## src/cpmc_pkg.sv

```systemverilog
// Purpose: shared constants and types
// Assumes: 125 MHz clock, AXI4-Lite access
// Notes: offsets are byte addresses
package cpmc_pkg;
   localparam int CLK_MHZ = 125;
   localparam int CLK_HZ = CLK_MHZ * 1000000;
   localparam int ADDR_W = 8;
   // register byte offsets
   localparam logic [7:0] OFS_CLK_CFG = 8'h00;
   localparam logic [7:0] OFS_PLL_DIV = 8'h04;
   localparam logic [7:0] OFS_STATUS = 8'h08;
   localparam logic [7:0] OFS_MODE = 8'h0c;
   localparam logic [7:0] OFS_TEMPLATE = 8'h10;
   localparam logic [7:0] OFS_ALT_TEMPLATE = 8'h14;
   localparam logic [7:0] OFS_SLOW_TICK = 8'h18;
   localparam logic [7:0] OFS_FAST_TICK = 8'h1c;
   localparam logic [7:0] OFS_TICK_CFG = 8'h20;
   // field positions
   localparam int CFG_FREQ_LSB = 0;
   localparam int CFG_DBL_SRC_LSB = 3;
   localparam int CFG_PLL_SRC_LSB = 5;
   localparam int CFG_PLL_EN = 7;
   localparam int CFG_DBL_EN = 8;
   localparam int DIV_IN_LSB = 0;
   localparam int DIV_FB_LSB = 8;
   localparam int ST_LOCK = 0;
   localparam int ST_MODE_LSB = 1;
   localparam int ST_CPU = 3;
   localparam int FT_TERM_LSB = 0;
   localparam int FT_IRQ_EN = 8;
   localparam int FT_CNT_LSB = 16;
   localparam int TC_SEL_LSB = 0;
   localparam int TC_EN = 4;
   // writable bits and reset values
   localparam logic [31:0] CLK_CFG_WMASK = 32'h0000_01ff;
   localparam logic [31:0] PLL_DIV_WMASK = 32'h0000_ff0f;
   localparam logic [31:0] TEMPLATE_WMASK = 32'h0000_ffff;
   localparam logic [31:0] FAST_WMASK = 32'h0000_011f;
   localparam logic [31:0] TICK_WMASK = 32'h0000_001f;
   localparam logic [31:0] CLK_CFG_RST = 32'h0000_0000;
   localparam logic [31:0] PLL_DIV_RST = 32'h0000_1000;
   localparam logic [31:0] TEMPLATE_RST = 32'h0000_ffff;
   localparam logic [31:0] ALT_TEMPLATE_RST = 32'h0000_fffe;
   localparam logic [31:0] FAST_RST = 32'h0000_001f;
   localparam logic [31:0] TICK_RST = 32'h0000_0000;
   localparam logic [2:0] FREQ_CODE_MAX = 3'h5;
   localparam logic [7:0] FB_DIV_MIN = 8'h04;
   // global power mode codes
   localparam logic [1:0] MODE_ACTIVE = 2'h0;
   localparam logic [1:0] MODE_ALT = 2'h1;
   localparam logic [1:0] MODE_SLEEP = 2'h2;
   localparam logic [1:0] MODE_HIB = 2'h3;
   localparam logic [1:0] RESP_OKAY = 2'h0;
   localparam logic [1:0] RESP_SLVERR = 2'h2;
   // timing
   localparam int PLL_LOCK_US = 250;
   localparam int PLL_LOCK_CYC = PLL_LOCK_US * CLK_MHZ;
   localparam int SLEEP_RESUME_US = 15;
   localparam int SLEEP_RESUME_CYC = SLEEP_RESUME_US * CLK_MHZ;
   localparam int HIB_RESUME_US = 100;
   localparam int HIB_RESUME_CYC = HIB_RESUME_US * CLK_MHZ - 1;
   localparam int LS_100K_HZ = 100000;
   localparam int LS_HALF_CYC = CLK_HZ / (2 * LS_100K_HZ);
   localparam int DIV_33K_HALF = 3;
   localparam int DIV_1K_HALF = 100;
   typedef enum logic [2:0]
   {
      st_active,
      st_alt,
      st_sleep,
      st_hib,
      st_resume
   } cpmc_state_type;
endpackage

```

## src/cpmc_top.sv

```systemverilog
// Purpose: clock steering, tick counters, power modes
// Assumes: oscillators are analog, steered from here
// Notes: low-speed clocks come from the system clock
`timescale 1ns/1ns
// Overview of operation
// - divided clocks have 50 percent duty
// - main osc code picks 3, 6, 12, 24, 48, 62 MHz
// - doubler doubles main, crystal or fabric input
// - loop reference is main, crystal or fabric
// - dividers give 4032 ratios, 24 to 67 MHz
// - lock bit within 250 us; reference used until lock
// - lock routed out for an interrupt
// - low-speed clocks of 1, 33 and 100 kHz
// - 33 kHz is 100 kHz divided by three
// - 13-bit slow tick counts 1 kHz ticks
// - slow tick stops in hibernate, debug halt
// - slow tick clearable; its interrupts wake
// - 5-bit 100 kHz fast tick wraps at terminal
// - optional fast tick terminal interrupt
// - watch crystal gives one-second interrupt
// - template bits gate resource clocks
// - cleared processor enable returns on wakeup
// - wakeup forces active, processor on; boot active
// - sleep exit waits 15 us
// - hibernate wakes on pin only, under 100 us
// - wake on interrupts or reset sources
module cpmc_top
#(
   parameter int unsigned PLL_LOCK_CYCLES = cpmc_pkg::PLL_LOCK_CYC,
   parameter int unsigned HIB_RESUME_CYCLES = cpmc_pkg::HIB_RESUME_CYC
)
(
   input wire logic clock,
   input wire logic nrst,
   input wire logic ce,
   input wire logic s_axi_awvalid,
   output logic s_axi_awready,
   input wire logic [cpmc_pkg::ADDR_W-1:0] s_axi_awaddr,
   input wire logic s_axi_wvalid,
   output logic s_axi_wready,
   input wire logic [31:0] s_axi_wdata,
   input wire logic [3:0] s_axi_wstrb,
   output logic s_axi_bvalid,
   input wire logic s_axi_bready,
   output logic [1:0] s_axi_bresp,
   input wire logic s_axi_arvalid,
   output logic s_axi_arready,
   input wire logic [cpmc_pkg::ADDR_W-1:0] s_axi_araddr,
   output logic s_axi_rvalid,
   input wire logic s_axi_rready,
   output logic [31:0] s_axi_rdata,
   output logic [1:0] s_axi_rresp,
   input wire logic external_reset_pin_n,
   input wire logic io_wake_pin,
   input wire logic watch_crystal_osc,
   input wire logic watchdog_reset,
   input wire logic precision_reset,
   input wire logic wake_irq,
   input wire logic debug_halt,
   output logic [2:0] main_osc_freq_sel,
   output logic doubler_enable,
   output logic [1:0] doubler_src,
   output logic pll_enable,
   output logic [1:0] pll_ref_src,
   output logic [3:0] pll_in_div,
   output logic [7:0] pll_fb_div,
   output logic pll_lock,
   output logic pll_output_select,
   output logic low_speed_100k_clock,
   output logic low_speed_33k_clock,
   output logic low_speed_1k_clock,
   output logic slow_tick_irq,
   output logic fast_tick_irq,
   output logic second_tick_irq,
   output logic [15:0] resource_clk_en,
   output logic cpu_enable,
   output logic [1:0] power_mode
);
   import cpmc_pkg::*;

   typedef struct packed
   {
      logic [1:0] s_external_reset_pin;
      logic [1:0] s_io;
      logic [1:0] s_watch;
      logic watch_prev;
      logic aw_got;
      logic w_got;
      logic [7:0] aw_addr;
      logic [31:0] w_data;
      logic [3:0] w_strb;
      logic bvalid;
      logic [1:0] bresp;
      logic rvalid;
      logic [1:0] rresp;
      logic [31:0] rdata;
      logic [31:0] clk_cfg;
      logic [31:0] pll_div;
      logic [31:0] template;
      logic [31:0] alt_template;
      logic [31:0] fast_cfg;
      logic [31:0] tick_cfg;
      logic lock;
      logic [14:0] lock_cnt;
      cpmc_state_type state;
      logic from_hib;
      logic [13:0] resume_cnt;
      logic cpu_run;
      logic [15:0] clk_en;
      logic [9:0] half_cnt;
      logic ls_100k;
      logic ls_33k;
      logic ls_1k;
      logic [1:0] div3;
      logic [6:0] div1k;
      logic [12:0] slow_cnt;
      logic [4:0] fast_cnt;
      logic [14:0] watch_cnt;
      logic slow_irq;
      logic fast_irq;
      logic second_irq;
   } cpmc_reg_type;

   cpmc_reg_type r;
   cpmc_reg_type next_r;
   logic [1:0] rst_q;
   logic rst_n;
   logic half_tick;
   logic rise_100k;
   logic rise_1k;
   logic wake_any;
   logic watch_rise;

   // byte-lane merge
   function automatic logic [31:0] merge(input logic [31:0] old,
      input logic [31:0] wd, input logic [3:0] strb);
      logic [31:0] res;
      res = old;
      for (int i = 0; i < 4; i++)
      begin
         if (strb[i])
         begin
            res[i*8 +: 8] = wd[i*8 +: 8];
         end
      end
      return res;
   endfunction

   // low sel bits of count all zero
   function automatic logic period_hit(input logic [12:0] cnt,
      input logic [3:0] sel);
      logic [12:0] mask;
      mask = 13'((14'h0001 << sel) - 14'h0001);
      return (cnt & mask) == 13'h0000;
   endfunction

   // resume reports the mode being left
   function automatic logic [1:0] mode_code(input cpmc_state_type st,
      input logic hib);
      case (st)
         st_active: return MODE_ACTIVE;
         st_alt: return MODE_ALT;
         st_sleep: return MODE_SLEEP;
         st_hib: return MODE_HIB;
         st_resume: return hib ? MODE_HIB : MODE_SLEEP;
         default: return MODE_ACTIVE;
      endcase
   endfunction

   // reset released through two flops
   always_ff @(posedge clock or negedge nrst)
   begin
      if (!nrst)
      begin
         rst_q <= 2'h0;
      end
      else if (ce)
      begin
         rst_q <= {rst_q[0], 1'b1};
      end
   end
   assign rst_n = rst_q[1];

   // low-speed strobes; 1k rises on a falling 100k edge
   assign half_tick = r.half_cnt == 10'(LS_HALF_CYC - 1);
   assign rise_100k = half_tick & ~r.ls_100k;
   assign rise_1k = half_tick & ~r.ls_1k
      & (r.div1k == 7'(DIV_1K_HALF - 1));
   assign watch_rise = r.s_watch[1] & ~r.watch_prev;
   assign wake_any = wake_irq | r.slow_irq | r.fast_irq | r.second_irq
      | ~r.s_external_reset_pin[1] | watchdog_reset | precision_reset | r.s_io[1];

   // one write and one read at a time
   assign s_axi_awready = ~r.aw_got;
   assign s_axi_wready = ~r.w_got;
   assign s_axi_arready = ~r.rvalid;

   always_comb
   begin
      logic [31:0] wv;
      logic mode_wr;
      logic slow_clr;
      logic [1:0] mode_val;
      wv = 32'h0000_0000;
      mode_wr = 1'b0;
      slow_clr = 1'b0;
      mode_val = MODE_ACTIVE;
      next_r = r;
      next_r.slow_irq = 1'b0;
      next_r.fast_irq = 1'b0;
      next_r.second_irq = 1'b0;
      // pin synchronisers
      next_r.s_external_reset_pin = {r.s_external_reset_pin[0], external_reset_pin_n};
      next_r.s_io = {r.s_io[0], io_wake_pin};
      next_r.s_watch = {r.s_watch[0], watch_crystal_osc};
      next_r.watch_prev = r.s_watch[1];

      // aw and w taken in either order
      if (s_axi_awvalid && !r.aw_got)
      begin
         next_r.aw_got = 1'b1;
         next_r.aw_addr = {s_axi_awaddr[7:2], 2'b00};
      end
      if (s_axi_wvalid && !r.w_got)
      begin
         next_r.w_got = 1'b1;
         next_r.w_data = s_axi_wdata;
         next_r.w_strb = s_axi_wstrb;
      end
      if (r.bvalid && s_axi_bready)
      begin
         next_r.bvalid = 1'b0;
      end

      // register write once both halves are held
      if (r.aw_got && r.w_got && !r.bvalid)
      begin
         next_r.aw_got = 1'b0;
         next_r.w_got = 1'b0;
         next_r.bvalid = 1'b1;
         next_r.bresp = RESP_OKAY;
         case (r.aw_addr)
            OFS_CLK_CFG:
            begin
               wv = merge(r.clk_cfg, r.w_data, r.w_strb) & CLK_CFG_WMASK;
               if (wv[CFG_FREQ_LSB +: 3] > FREQ_CODE_MAX)
               begin
                  wv[CFG_FREQ_LSB +: 3] = r.clk_cfg[CFG_FREQ_LSB +: 3];
               end
               next_r.clk_cfg = wv;
            end
            OFS_PLL_DIV:
            begin
               wv = merge(r.pll_div, r.w_data, r.w_strb) & PLL_DIV_WMASK;
               if (wv[DIV_FB_LSB +: 8] < FB_DIV_MIN)
               begin
                  wv[DIV_FB_LSB +: 8] = FB_DIV_MIN;
               end
               next_r.pll_div = wv;
            end
            OFS_STATUS:
            begin
               next_r.bresp = RESP_OKAY;
            end
            OFS_MODE:
            begin
               wv = merge(32'h0000_0000, r.w_data, r.w_strb);
               mode_wr = 1'b1;
               mode_val = wv[1:0];
            end
            OFS_TEMPLATE:
            begin
               wv = merge(r.template, r.w_data, r.w_strb);
               next_r.template = wv & TEMPLATE_WMASK;
               next_r.cpu_run = wv[0];
            end
            OFS_ALT_TEMPLATE:
            begin
               wv = merge(r.alt_template, r.w_data, r.w_strb);
               next_r.alt_template = wv & TEMPLATE_WMASK;
            end
            OFS_SLOW_TICK:
            begin
               slow_clr = 1'b1;
            end
            OFS_FAST_TICK:
            begin
               wv = merge(r.fast_cfg, r.w_data, r.w_strb);
               next_r.fast_cfg = wv & FAST_WMASK;
            end
            OFS_TICK_CFG:
            begin
               wv = merge(r.tick_cfg, r.w_data, r.w_strb);
               next_r.tick_cfg = wv & TICK_WMASK;
            end
            default:
            begin
               next_r.bresp = RESP_SLVERR;
            end
         endcase
      end

      // read answer one cycle after address
      if (r.rvalid && s_axi_rready)
      begin
         next_r.rvalid = 1'b0;
      end
      if (s_axi_arvalid && !r.rvalid)
      begin
         next_r.rvalid = 1'b1;
         next_r.rresp = RESP_OKAY;
         next_r.rdata = 32'h0000_0000;
         case ({s_axi_araddr[7:2], 2'b00})
            OFS_CLK_CFG: next_r.rdata = r.clk_cfg;
            OFS_PLL_DIV: next_r.rdata = r.pll_div;
            OFS_STATUS:
            begin
               next_r.rdata[ST_LOCK] = r.lock;
               next_r.rdata[ST_MODE_LSB +: 2] =
                  mode_code(r.state, r.from_hib);
               next_r.rdata[ST_CPU] = r.cpu_run;
            end
            OFS_MODE:
            begin
               next_r.rdata[1:0] = mode_code(r.state, r.from_hib);
            end
            OFS_TEMPLATE: next_r.rdata = r.template;
            OFS_ALT_TEMPLATE: next_r.rdata = r.alt_template;
            OFS_SLOW_TICK: next_r.rdata[12:0] = r.slow_cnt;
            OFS_FAST_TICK:
            begin
               next_r.rdata = r.fast_cfg;
               next_r.rdata[FT_CNT_LSB +: 5] = r.fast_cnt;
            end
            OFS_TICK_CFG: next_r.rdata = r.tick_cfg;
            default: next_r.rresp = RESP_SLVERR;
         endcase
      end

      if (!next_r.clk_cfg[CFG_PLL_EN] || next_r.pll_div != r.pll_div
         || next_r.clk_cfg[CFG_PLL_SRC_LSB +: 2]
         != r.clk_cfg[CFG_PLL_SRC_LSB +: 2])
      begin
         next_r.lock = 1'b0;
         next_r.lock_cnt = 15'h0000;
      end
      else if (!r.lock)
      begin
         if (r.lock_cnt == 15'(PLL_LOCK_CYCLES - 1))
         begin
            next_r.lock = 1'b1;
         end
         else
         begin
            next_r.lock_cnt = r.lock_cnt + 15'h0001;
         end
      end

      next_r.half_cnt = half_tick ? 10'h000 : r.half_cnt + 10'h001;
      if (half_tick)
      begin
         next_r.ls_100k = ~r.ls_100k;
         if (r.div3 == 2'(DIV_33K_HALF - 1))
         begin
            next_r.div3 = 2'h0;
            next_r.ls_33k = ~r.ls_33k;
         end
         else
         begin
            next_r.div3 = r.div3 + 2'h1;
         end
         if (r.div1k == 7'(DIV_1K_HALF - 1))
         begin
            next_r.div1k = 7'h00;
            next_r.ls_1k = ~r.ls_1k;
         end
         else
         begin
            next_r.div1k = r.div1k + 7'h01;
         end
      end

      if (slow_clr)
      begin
         next_r.slow_cnt = 13'h0000;
      end
      else if (rise_1k && r.state != st_hib && !debug_halt)
      begin
         next_r.slow_cnt = r.slow_cnt + 13'h0001;
         next_r.slow_irq = r.tick_cfg[TC_EN]
            & period_hit(next_r.slow_cnt, r.tick_cfg[TC_SEL_LSB +: 4]);
      end

      if (rise_100k && r.state != st_hib)
      begin
         if (r.fast_cnt >= r.fast_cfg[FT_TERM_LSB +: 5])
         begin
            next_r.fast_cnt = 5'h00;
            next_r.fast_irq = r.fast_cfg[FT_IRQ_EN];
         end
         else
         begin
            next_r.fast_cnt = r.fast_cnt + 5'h01;
         end
      end

      if (watch_rise)
      begin
         next_r.watch_cnt = r.watch_cnt + 15'h0001;
         next_r.second_irq = r.watch_cnt == 15'h7fff;
      end

      // power mode sequencing
      case (r.state)
         st_active, st_alt:
         begin
            if (wake_any)
            begin
               next_r.state = st_active;
               next_r.cpu_run = 1'b1;
            end
            else if (mode_wr)
            begin
               case (mode_val)
                  MODE_ALT: next_r.state = st_alt;
                  MODE_SLEEP: next_r.state = st_sleep;
                  MODE_HIB: next_r.state = st_hib;
                  default: next_r.state = st_active;
               endcase
            end
         end
         st_sleep:
         begin
            if (wake_any)
            begin
               next_r.state = st_resume;
               next_r.from_hib = 1'b0;
               next_r.resume_cnt = 14'h0000;
            end
         end
         st_hib:
         begin
            if (r.s_io[1])
            begin
               next_r.state = st_resume;
               next_r.from_hib = 1'b1;
               next_r.resume_cnt = 14'h0000;
            end
         end
         st_resume:
         begin
            if ((!r.from_hib
               && r.resume_cnt == 14'(SLEEP_RESUME_CYC - 1))
               || (r.from_hib
               && r.resume_cnt == 14'(HIB_RESUME_CYCLES - 1)))
            begin
               next_r.state = st_active;
               next_r.cpu_run = 1'b1;
            end
            else
            begin
               next_r.resume_cnt = r.resume_cnt + 14'h0001;
            end
         end
         default: next_r.state = st_active;
      endcase

      // template gating, bit 0 from run flag
      case (next_r.state)
         st_active:
            next_r.clk_en = {next_r.template[15:1], next_r.cpu_run};
         st_alt:
            next_r.clk_en = next_r.alt_template[15:0]
               & {15'h7fff, next_r.cpu_run};
         default: next_r.clk_en = 16'h0000;
      endcase
   end

   // configuration survives every mode
   always_ff @(posedge clock or negedge rst_n)
   begin
      if (!rst_n)
      begin
         r <= '0;
         r.s_external_reset_pin <= 2'h3;
         r.clk_cfg <= CLK_CFG_RST;
         r.pll_div <= PLL_DIV_RST;
         r.template <= TEMPLATE_RST;
         r.alt_template <= ALT_TEMPLATE_RST;
         r.fast_cfg <= FAST_RST;
         r.tick_cfg <= TICK_RST;
         r.cpu_run <= 1'b1;
         r.clk_en <= TEMPLATE_RST[15:0];
      end
      else if (ce)
      begin
         r <= next_r;
      end
   end

   // registered outputs
   assign s_axi_bvalid = r.bvalid;
   assign s_axi_bresp = r.bresp;
   assign s_axi_rvalid = r.rvalid;
   assign s_axi_rdata = r.rdata;
   assign s_axi_rresp = r.rresp;
   assign main_osc_freq_sel = r.clk_cfg[CFG_FREQ_LSB +: 3];
   assign doubler_enable = r.clk_cfg[CFG_DBL_EN];
   assign doubler_src = r.clk_cfg[CFG_DBL_SRC_LSB +: 2];
   assign pll_enable = r.clk_cfg[CFG_PLL_EN];
   assign pll_ref_src = r.clk_cfg[CFG_PLL_SRC_LSB +: 2];
   assign pll_in_div = r.pll_div[DIV_IN_LSB +: 4];
   assign pll_fb_div = r.pll_div[DIV_FB_LSB +: 8];
   assign pll_lock = r.lock;
   assign pll_output_select = r.lock;
   assign low_speed_100k_clock = r.ls_100k;
   assign low_speed_33k_clock = r.ls_33k;
   assign low_speed_1k_clock = r.ls_1k;
   assign slow_tick_irq = r.slow_irq;
   assign fast_tick_irq = r.fast_irq;
   assign second_tick_irq = r.second_irq;
   assign resource_clk_en = r.clk_en;
   assign cpu_enable = r.clk_en[0];
   assign power_mode = mode_code(r.state, r.from_hib);
endmodule

```

## config.mk

```make
export PLATFORM = sky130hd
export DESIGN_NAME = cpmc_top
export DESIGN_NICKNAME = d
export VERILOG_FILES = /design/src/cpmc_pkg.sv /design/src/cpmc_top.sv
export SDC_FILE = /design/constraint.sdc
export NUM_CORES = 1
export LEC_CHECK = 0
export BUFFER_PORTS_ARGS = -buffer_cell sky130_fd_sc_hd__clkbuf_2
export CAP_MARGIN = 10
export CORE_ASPECT_RATIO = 0.75
export CORE_MARGIN = 3
export CORE_UTILIZATION = 59
export CTS_CLUSTER_DIAMETER = 40
export DETAILED_ROUTE_END_ITERATION = 10
export HOLD_SLACK_MARGIN = 0.02
export PLACE_DENSITY = 0.82
export REMOVE_ABC_BUFFERS = 1
export SLEW_MARGIN = 20
export SYNTH_ARGS = -nofsm -noshare
export SYNTH_HDL_FRONTEND = slang
export SYNTH_SLANG_ARGS = --single-unit
```

## constraint.sdc

```tcl
create_clock -name clock -period 9.4 [get_ports clock]
set_input_delay 2.82 -clock clock [delete_from_list [all_inputs] [get_ports clock]]
set_output_delay 2.82 -clock clock [all_outputs]
set_load 0.03 [all_outputs]
```

==> results of run 1 <==
==> metrics by stage <==
step,hold WS (ps),utilization (%),total power [mW],worst slack [ps]
after detailed placement,456,62.0,2.44,3960
after global placement,442,62.0,2.39,4030
after global routing,488,66.9,3.88,4140
after floorplan,431,-,2.13,1580
after CTS,464,66.8,3.71,4240
final,455,66.9,3.72,4230
==> flip-flops by register name, indices dropped and copies added (netlist names), 2 cells and up <==
register,flops
s_axi_rdata,32
rst_q,2
resource_clk_en,16
pll_in_div,4
pll_fb_div,8
main_osc_freq_sel,3
doubler_src,2
r,178
next_r,4
pll_ref_src,2
==> cell families after synthesis <==
kind of cell | share of synthesized area [%]
adder cells (fa/ha/maj) | 1.41
buffers and inverters | 7.03
AO/OA/AOI/OAI | 13.7
AND/OR/NAND/NOR | 19.3
other | 0.0265
XOR/XNOR | 2.72
flip-flops | 47.1
multiplexers | 8.58
==> metal layers <==
| layer | up-vias | track usage [%] |
|---|---|---|
| met3 | 104 | 6.49 |
| li1 | 5188 | - |
| met2 | 622 | 43.3 |
| met4 | 0 | 9.16 |
| met1 | 5587 | 40.8 |
| met5 | - | 0 |
==> power groups by stage <==
stage                     registers [mW]  clock network [mW]  logic (mW)
after floorplan                     1.66                   0       0.477
after global placement              1.65                   0       0.745
after detailed placement            1.66                   0       0.779
after CTS                           1.65                1.28       0.788
after global routing                1.69                1.33       0.863
final                               1.66                1.26       0.795
==> layout by cell type (no fill, tap or decap), types with 19 or more instances in the layout <==
cell type	synthesis	layout
nor3_1	44	43
and2_1	24	24
mux2i_1	19	19
dfrtp_1	208	207
nor2_1	92	92
a21oi_1	47	47
xor2_1	22	22
mux2_2	89	89
nand2_1	165	165
dfstp_2	56	56
o21ai_0	93	93
inv_1	44	44
clkbuf_2	1	131
nand3_1	58	58
xnor2_1	22	22
clkbuf_16	0	35
==> worst max path at each step <==
stage / end / slack [ps] / depth (start not counted)
after floorplan: doubler_enable / 1580 / 0
after global placement: resource_clk_en[0] / 4030 / 7
after detailed placement: r[20] / 3960 / 8
after CTS: power_mode[0] / 4240 / 3
after global routing: power_mode[0] / 4140 / 3
final: power_mode[0] / 4230 / 3
==> worst register-to-register path, stage by stage (launching register included) <==
cell     delay [ps]
dfrtp_1         500
nor4_1          800
nand3_1         380
nor4_1          770
a21oi_4         140
nand2_2         320
o32ai_1         140
==> area by class of cell <==
cell class / instances / area (sq um)
Multi-Input combinational cell: 992 / 6500
Clock inverter: 17 / 154
Tap cell: 300 / 375
Inverter: 44 / 165
Timing Repair Buffer: 141 / 763
Clock buffer: 45 / 953
Sequential cell: 264 / 6680
Fill cell: 1783 / 7710
==> metrics.cfg, run 1 <==
[run_status]
status = finished clean

[cells_and_area]
drive_above_1_share_pct = 24.6
diodes = 0
finalNetCount = 1561
final_cells = 1803
area_growth_syn_to_layout_pct = 10.1
fin_area_sq_um = 15600

[placement]
gp_congestion = 0.893
dp.cells = 1740
hpwl_mm = 25.8
portBuffers = 131
placed_area_sq_um = 14500

[sta]
fmax_ghz = 0.194
finClkSkew_ps = 27.0
slew_headroom_pct = 26.7
timing.final.crit_share_pct = 55.0
report.final.slew_viol_count = 0
tightest_slew_ps = 1090
setup_violations = 0
rsz0062_at_grt = no
min_period_ps = 5170
tns_ps = 0
finalHoldViolations = 0

[worst_setup_path]
crit_type = register to output pin
crit_chain = nor3b_1 > a22o_1 > clkbuf_2
r2r_end = resource_clk_en[0]
reg2reg_depth = 6
cpLargestDelayFamily = simple AND/OR/NAND/NOR gates
worstSetupStartpoint = r[90]
critPathCaptureType = output pin
max_stage_delay_ps = 690
crit_arrival_ps = 2350
crit_fanout = 9
cp_slowest_cell = nor3b_1
worst_r2r_startpoint = r[389]
critPathLaunchType = register
rrSetupSlack_ps = 6270
crit_required_ps = 6580
critical_path_buf_inv_count = 1

[hold_path]
hold_path_class = register to asynchronous set/reset pin

[grt]
grt_pass1_wl_mm = 59.8
grt_overflow = 0
grt_pass1_vias = 11200
antenna_found_initial = 0
grt_use_total_pct = 28.5
grt_max_degree = 192

[power]
p_leak_nw = 6.95
max-vdd-ir-drop_mv = 0.236
clkPwrFrac_pct = 34.0
p_per_area_nw_per_um2 = 239
p_int_mw = 2.44
power_frac_seq_pct = 44.6
p_sw_mw = 1.28
switching_share_pct = 34.3
comb_power_share_pct = 21.4

[yosys]
ys_async_sr_fraction_pct = 100
synthMostInstantiatedCell = dfrtp_1
ys_top_cells_by_area = dfrtp_1 37%, dfstp_2 10%, mux2_2 7.1%
syn-cell-area_sq_um = 14200
yosysTopAreaCell = dfrtp_1
postSynthAreaPerCell_sq_um = 9.82
ys_seq_area_share_pct = 47.1
synthCells = 1442
synth_top_cell_area_share_pct = 36.8
ys.flop_type = dfrtp_1
yosys_warnings = 0
synth_common_cells = 208 x dfrtp_1, 165 x nand2_1, 93 x o21ai_0
synth-seq-cells = 264
synth.distinct_cells = 82
synth_edf_count = 0

[routing]
dr_wl_met3_mm = 3.81
wl_per_cell_um = 20.5
drtIter0Drc = 1317
top_layer_used = met4
wl_met2_mm = 16.7
route.layer.met1.wl_mm = 15.4
first_pass_iters = 7
remaining_drc_errors = 0
vias_per_cell = 6.38
drt_wl_total_mm = 37.0
ant_nets = 0
vias = 11500

[clock_network]
cts_tree = built
clk_root_buffer_cell = clkbuf_16
cts_hold_repair.buffers = 0
clockBufferDepth = 3
clk_transition_reported_paths_ps = 50
cts_max_level = 2
post_cts_resized = 0
clkLatencyLatePin_ps = 510
cts_setup_buffers = 0
cts_num_sinks = 264
cts_buffers = 35

[die]
fp.dieW_um = 185
core_area_sq_um = 23300
rows = 48
fp.dieArea_sq_um = 25900
die_y_um = 140
floorplan.initialDensity_pct = 60.8
io_pins = 156

[run]
cap_viol_max_count = 0

No activity file was read; power rests on OpenSTA's default activity.
==> run 2: changes to the inputs <==
==> constraint.sdc (replaced) <==
create_clock -name clock -period 5.1 [get_ports clock]
set_input_delay 1.53 -clock clock [delete_from_list [all_inputs] [get_ports clock]]
set_output_delay 1.53 -clock clock [all_outputs]
set_load 0.03 [all_outputs]
==> run 2 against run 1 <==
  * Design area increased by 1.2%
  * Largest power group unchanged
  * Critical path type unchanged
  * Sequential share of layout area fell by 0.50 points
  * Combinational power grew 84%
==> metrics.cfg, run 2 (synthesis results as in run 1) <==
[run_status]
status = finished clean

[grt]
antenna_found_initial = 0  ; unchanged
grt_use_total_pct = 28.6  ; +0.15 points
grt_pass1_wl_mm = 59.5  ; -0.44%
grt_pass1_vias = 11100  ; -0.95%
grt_overflow = 0  ; unchanged
grt_max_degree = 190  ; -1.0%

[worst_setup_path]
crit_type = register to output pin
max_stage_delay_ps = 770  ; +80 ps
crit_fanout = 9  ; unchanged
cp_slowest_cell = nor3b_1
critPathLaunchType = register
reg2reg_depth = 6  ; unchanged
crit_arrival_ps = 2470  ; +120 ps
crit_chain = nor3b_1 > a22o_1 > clkbuf_2
critPathCaptureType = output pin
crit_required_ps = 3570  ; -3010 ps

[clock_network]
cts_tree = built
cts_setup_buffers = 0  ; unchanged
cts_hold_repair.buffers = 0  ; unchanged
clkLatencyLatePin_ps = 510  ; about the same
cts_max_level = 2  ; unchanged
post_cts_resized = 0  ; unchanged
cts_num_sinks = 264  ; unchanged
clk_transition_reported_paths_ps = 60  ; about the same
cts_buffers = 35  ; unchanged
clockBufferDepth = 3  ; unchanged
clk_root_buffer_cell = clkbuf_16

[routing]
remaining_drc_errors = 0  ; unchanged
ant_nets = 0  ; unchanged
first_pass_iters = 7  ; unchanged
drt_wl_total_mm = 36.8  ; -0.58%
vias = 11500  ; -0.31%
vias_per_cell = 6.34  ; -0.59%
wl_per_cell_um = 20.4  ; -0.85%
drtIter0Drc = 1495  ; +14%

[cells_and_area]
final_cell_mix = 207 x dfrtp_1, 165 x nand2_1, 131 x clkbuf_2
regMostFlops = r
diodes = 0  ; unchanged
drive_above_1_share_pct = 25.0  ; +0.38 points
fin_area_sq_um = 15800  ; +1.2%
final_cells = 1808  ; +0.28%
final_common_cell = dfrtp_1
finalNetCount = 1565  ; +0.26%
largest_reg_flops = 178  ; unchanged
area_growth_syn_to_layout_pct = 11.4
utilization_pct = 67.7  ; +0.79 points

[sta]
min_period_ps = 4000
finClkSkew_ps = 17.1  ; -9.94 ps
fmax_ghz = 0.250
hold_ws_ps = 119  ; -336 ps
tightest_slew_ps = 1080  ; -14.8 ps
report.final.slew_viol_count = 0  ; unchanged
setup_violations = 0  ; unchanged
fin_ws_ps = 1100  ; -3130 ps
tns_ps = 0  ; unchanged
slew_headroom_pct = 28.1  ; +1.4 points
timing.final.crit_share_pct = 78.4
finalHoldViolations = 0  ; unchanged
rsz0062_at_grt = no

[placement]
placed_area_sq_um = 14500  ; +0.26%
hpwl_mm = 25.6  ; -0.66%
dp.cells = 1745  ; +0.29%
dp_worst_setup_slack_ps = 1100  ; -2860 ps
gp_congestion = 0.943  ; +5.6%
portBuffers = 131  ; unchanged

[run]
cap_viol_max_count = 0  ; unchanged

[die]
floorplan.initialDensity_pct = 60.8  ; unchanged
die_y_um = 140  ; unchanged
core_area_sq_um = 23300  ; unchanged
fp.dieW_um = 185  ; unchanged
rows = 48  ; unchanged
io_pins = 156  ; unchanged
fp.dieArea_sq_um = 25900  ; unchanged

[power]
p_per_area_nw_per_um2 = 458  ; +92%
power_mw = 7.22  ; +94%
p_leak_nw = 7.05  ; +1.4%
max-vdd-ir-drop_mv = 0.364  ; +54%

[hold_path]
hold_path_class = register to asynchronous set/reset pin

[run 2: worst paths after layout]
| kind | from | endpoint | slack, ps |
|---|---|---|---|
| setup / recovery | r[90] | power_mode[0] | 1100 |
| hold / removal | rst_q[1] | next_r[385] | 120 |
| setup reg to reg | r[389] | resource_clk_en[12] | 2000 |
| hold reg to reg | rst_q[1] | next_r[385] | 120 |
| max in group asynchronous | rst_q[1] | r[113] | 3730 |
| min in group clock | low_speed_33k_clock | low_speed_33k_clock | 470 |
[run 2: layout make-up]
| class | count | area [sq um] |
|---|---|---|
| clock buffers | 44 | 993 |
| clock inverters | 19 | 289 |
| fillers | 1817 | 7530 |
| inverters | 44 | 165 |
| multi-input cells | 992 | 6500 |
| flip-flops and latches | 264 | 6680 |
| well taps | 300 | 375 |
| repair buffers | 145 | 773 |
[run 2: metal layers]
| layer | part of all wire [%] | wire (um) | vias up | global-route usage [%] |
|---|---|---|---|---|
| li1 | - | - | 5183 | - |
| met1 | 43 | 15800 | 5567 | 42.0 |
| met2 | 43 | 15900 | 585 | 41.9 |
| met3 | 9.8 | 3590 | 130 | 6.18 |
| met4 | 4.0 | 1490 | 0 | 10.8 |
| met5 | 0 | 0 | - | 0 |
[run 2: power by group]
group / internal, mW / switching [mW]
combinational: 0.598 / 0.860
clock: 1.71 / 0.970
sequential: 2.52 / 0.562
total: 4.82 / 2.39
[run 2: critical path: cells and delay by family (launching register included)]
kind                   cells  cell delay [ps]
buffers and inverters      1              270
AND/OR/NAND/NOR            1              770
AO/OA/AOI/OAI              1              420
flip-flops                 1              490
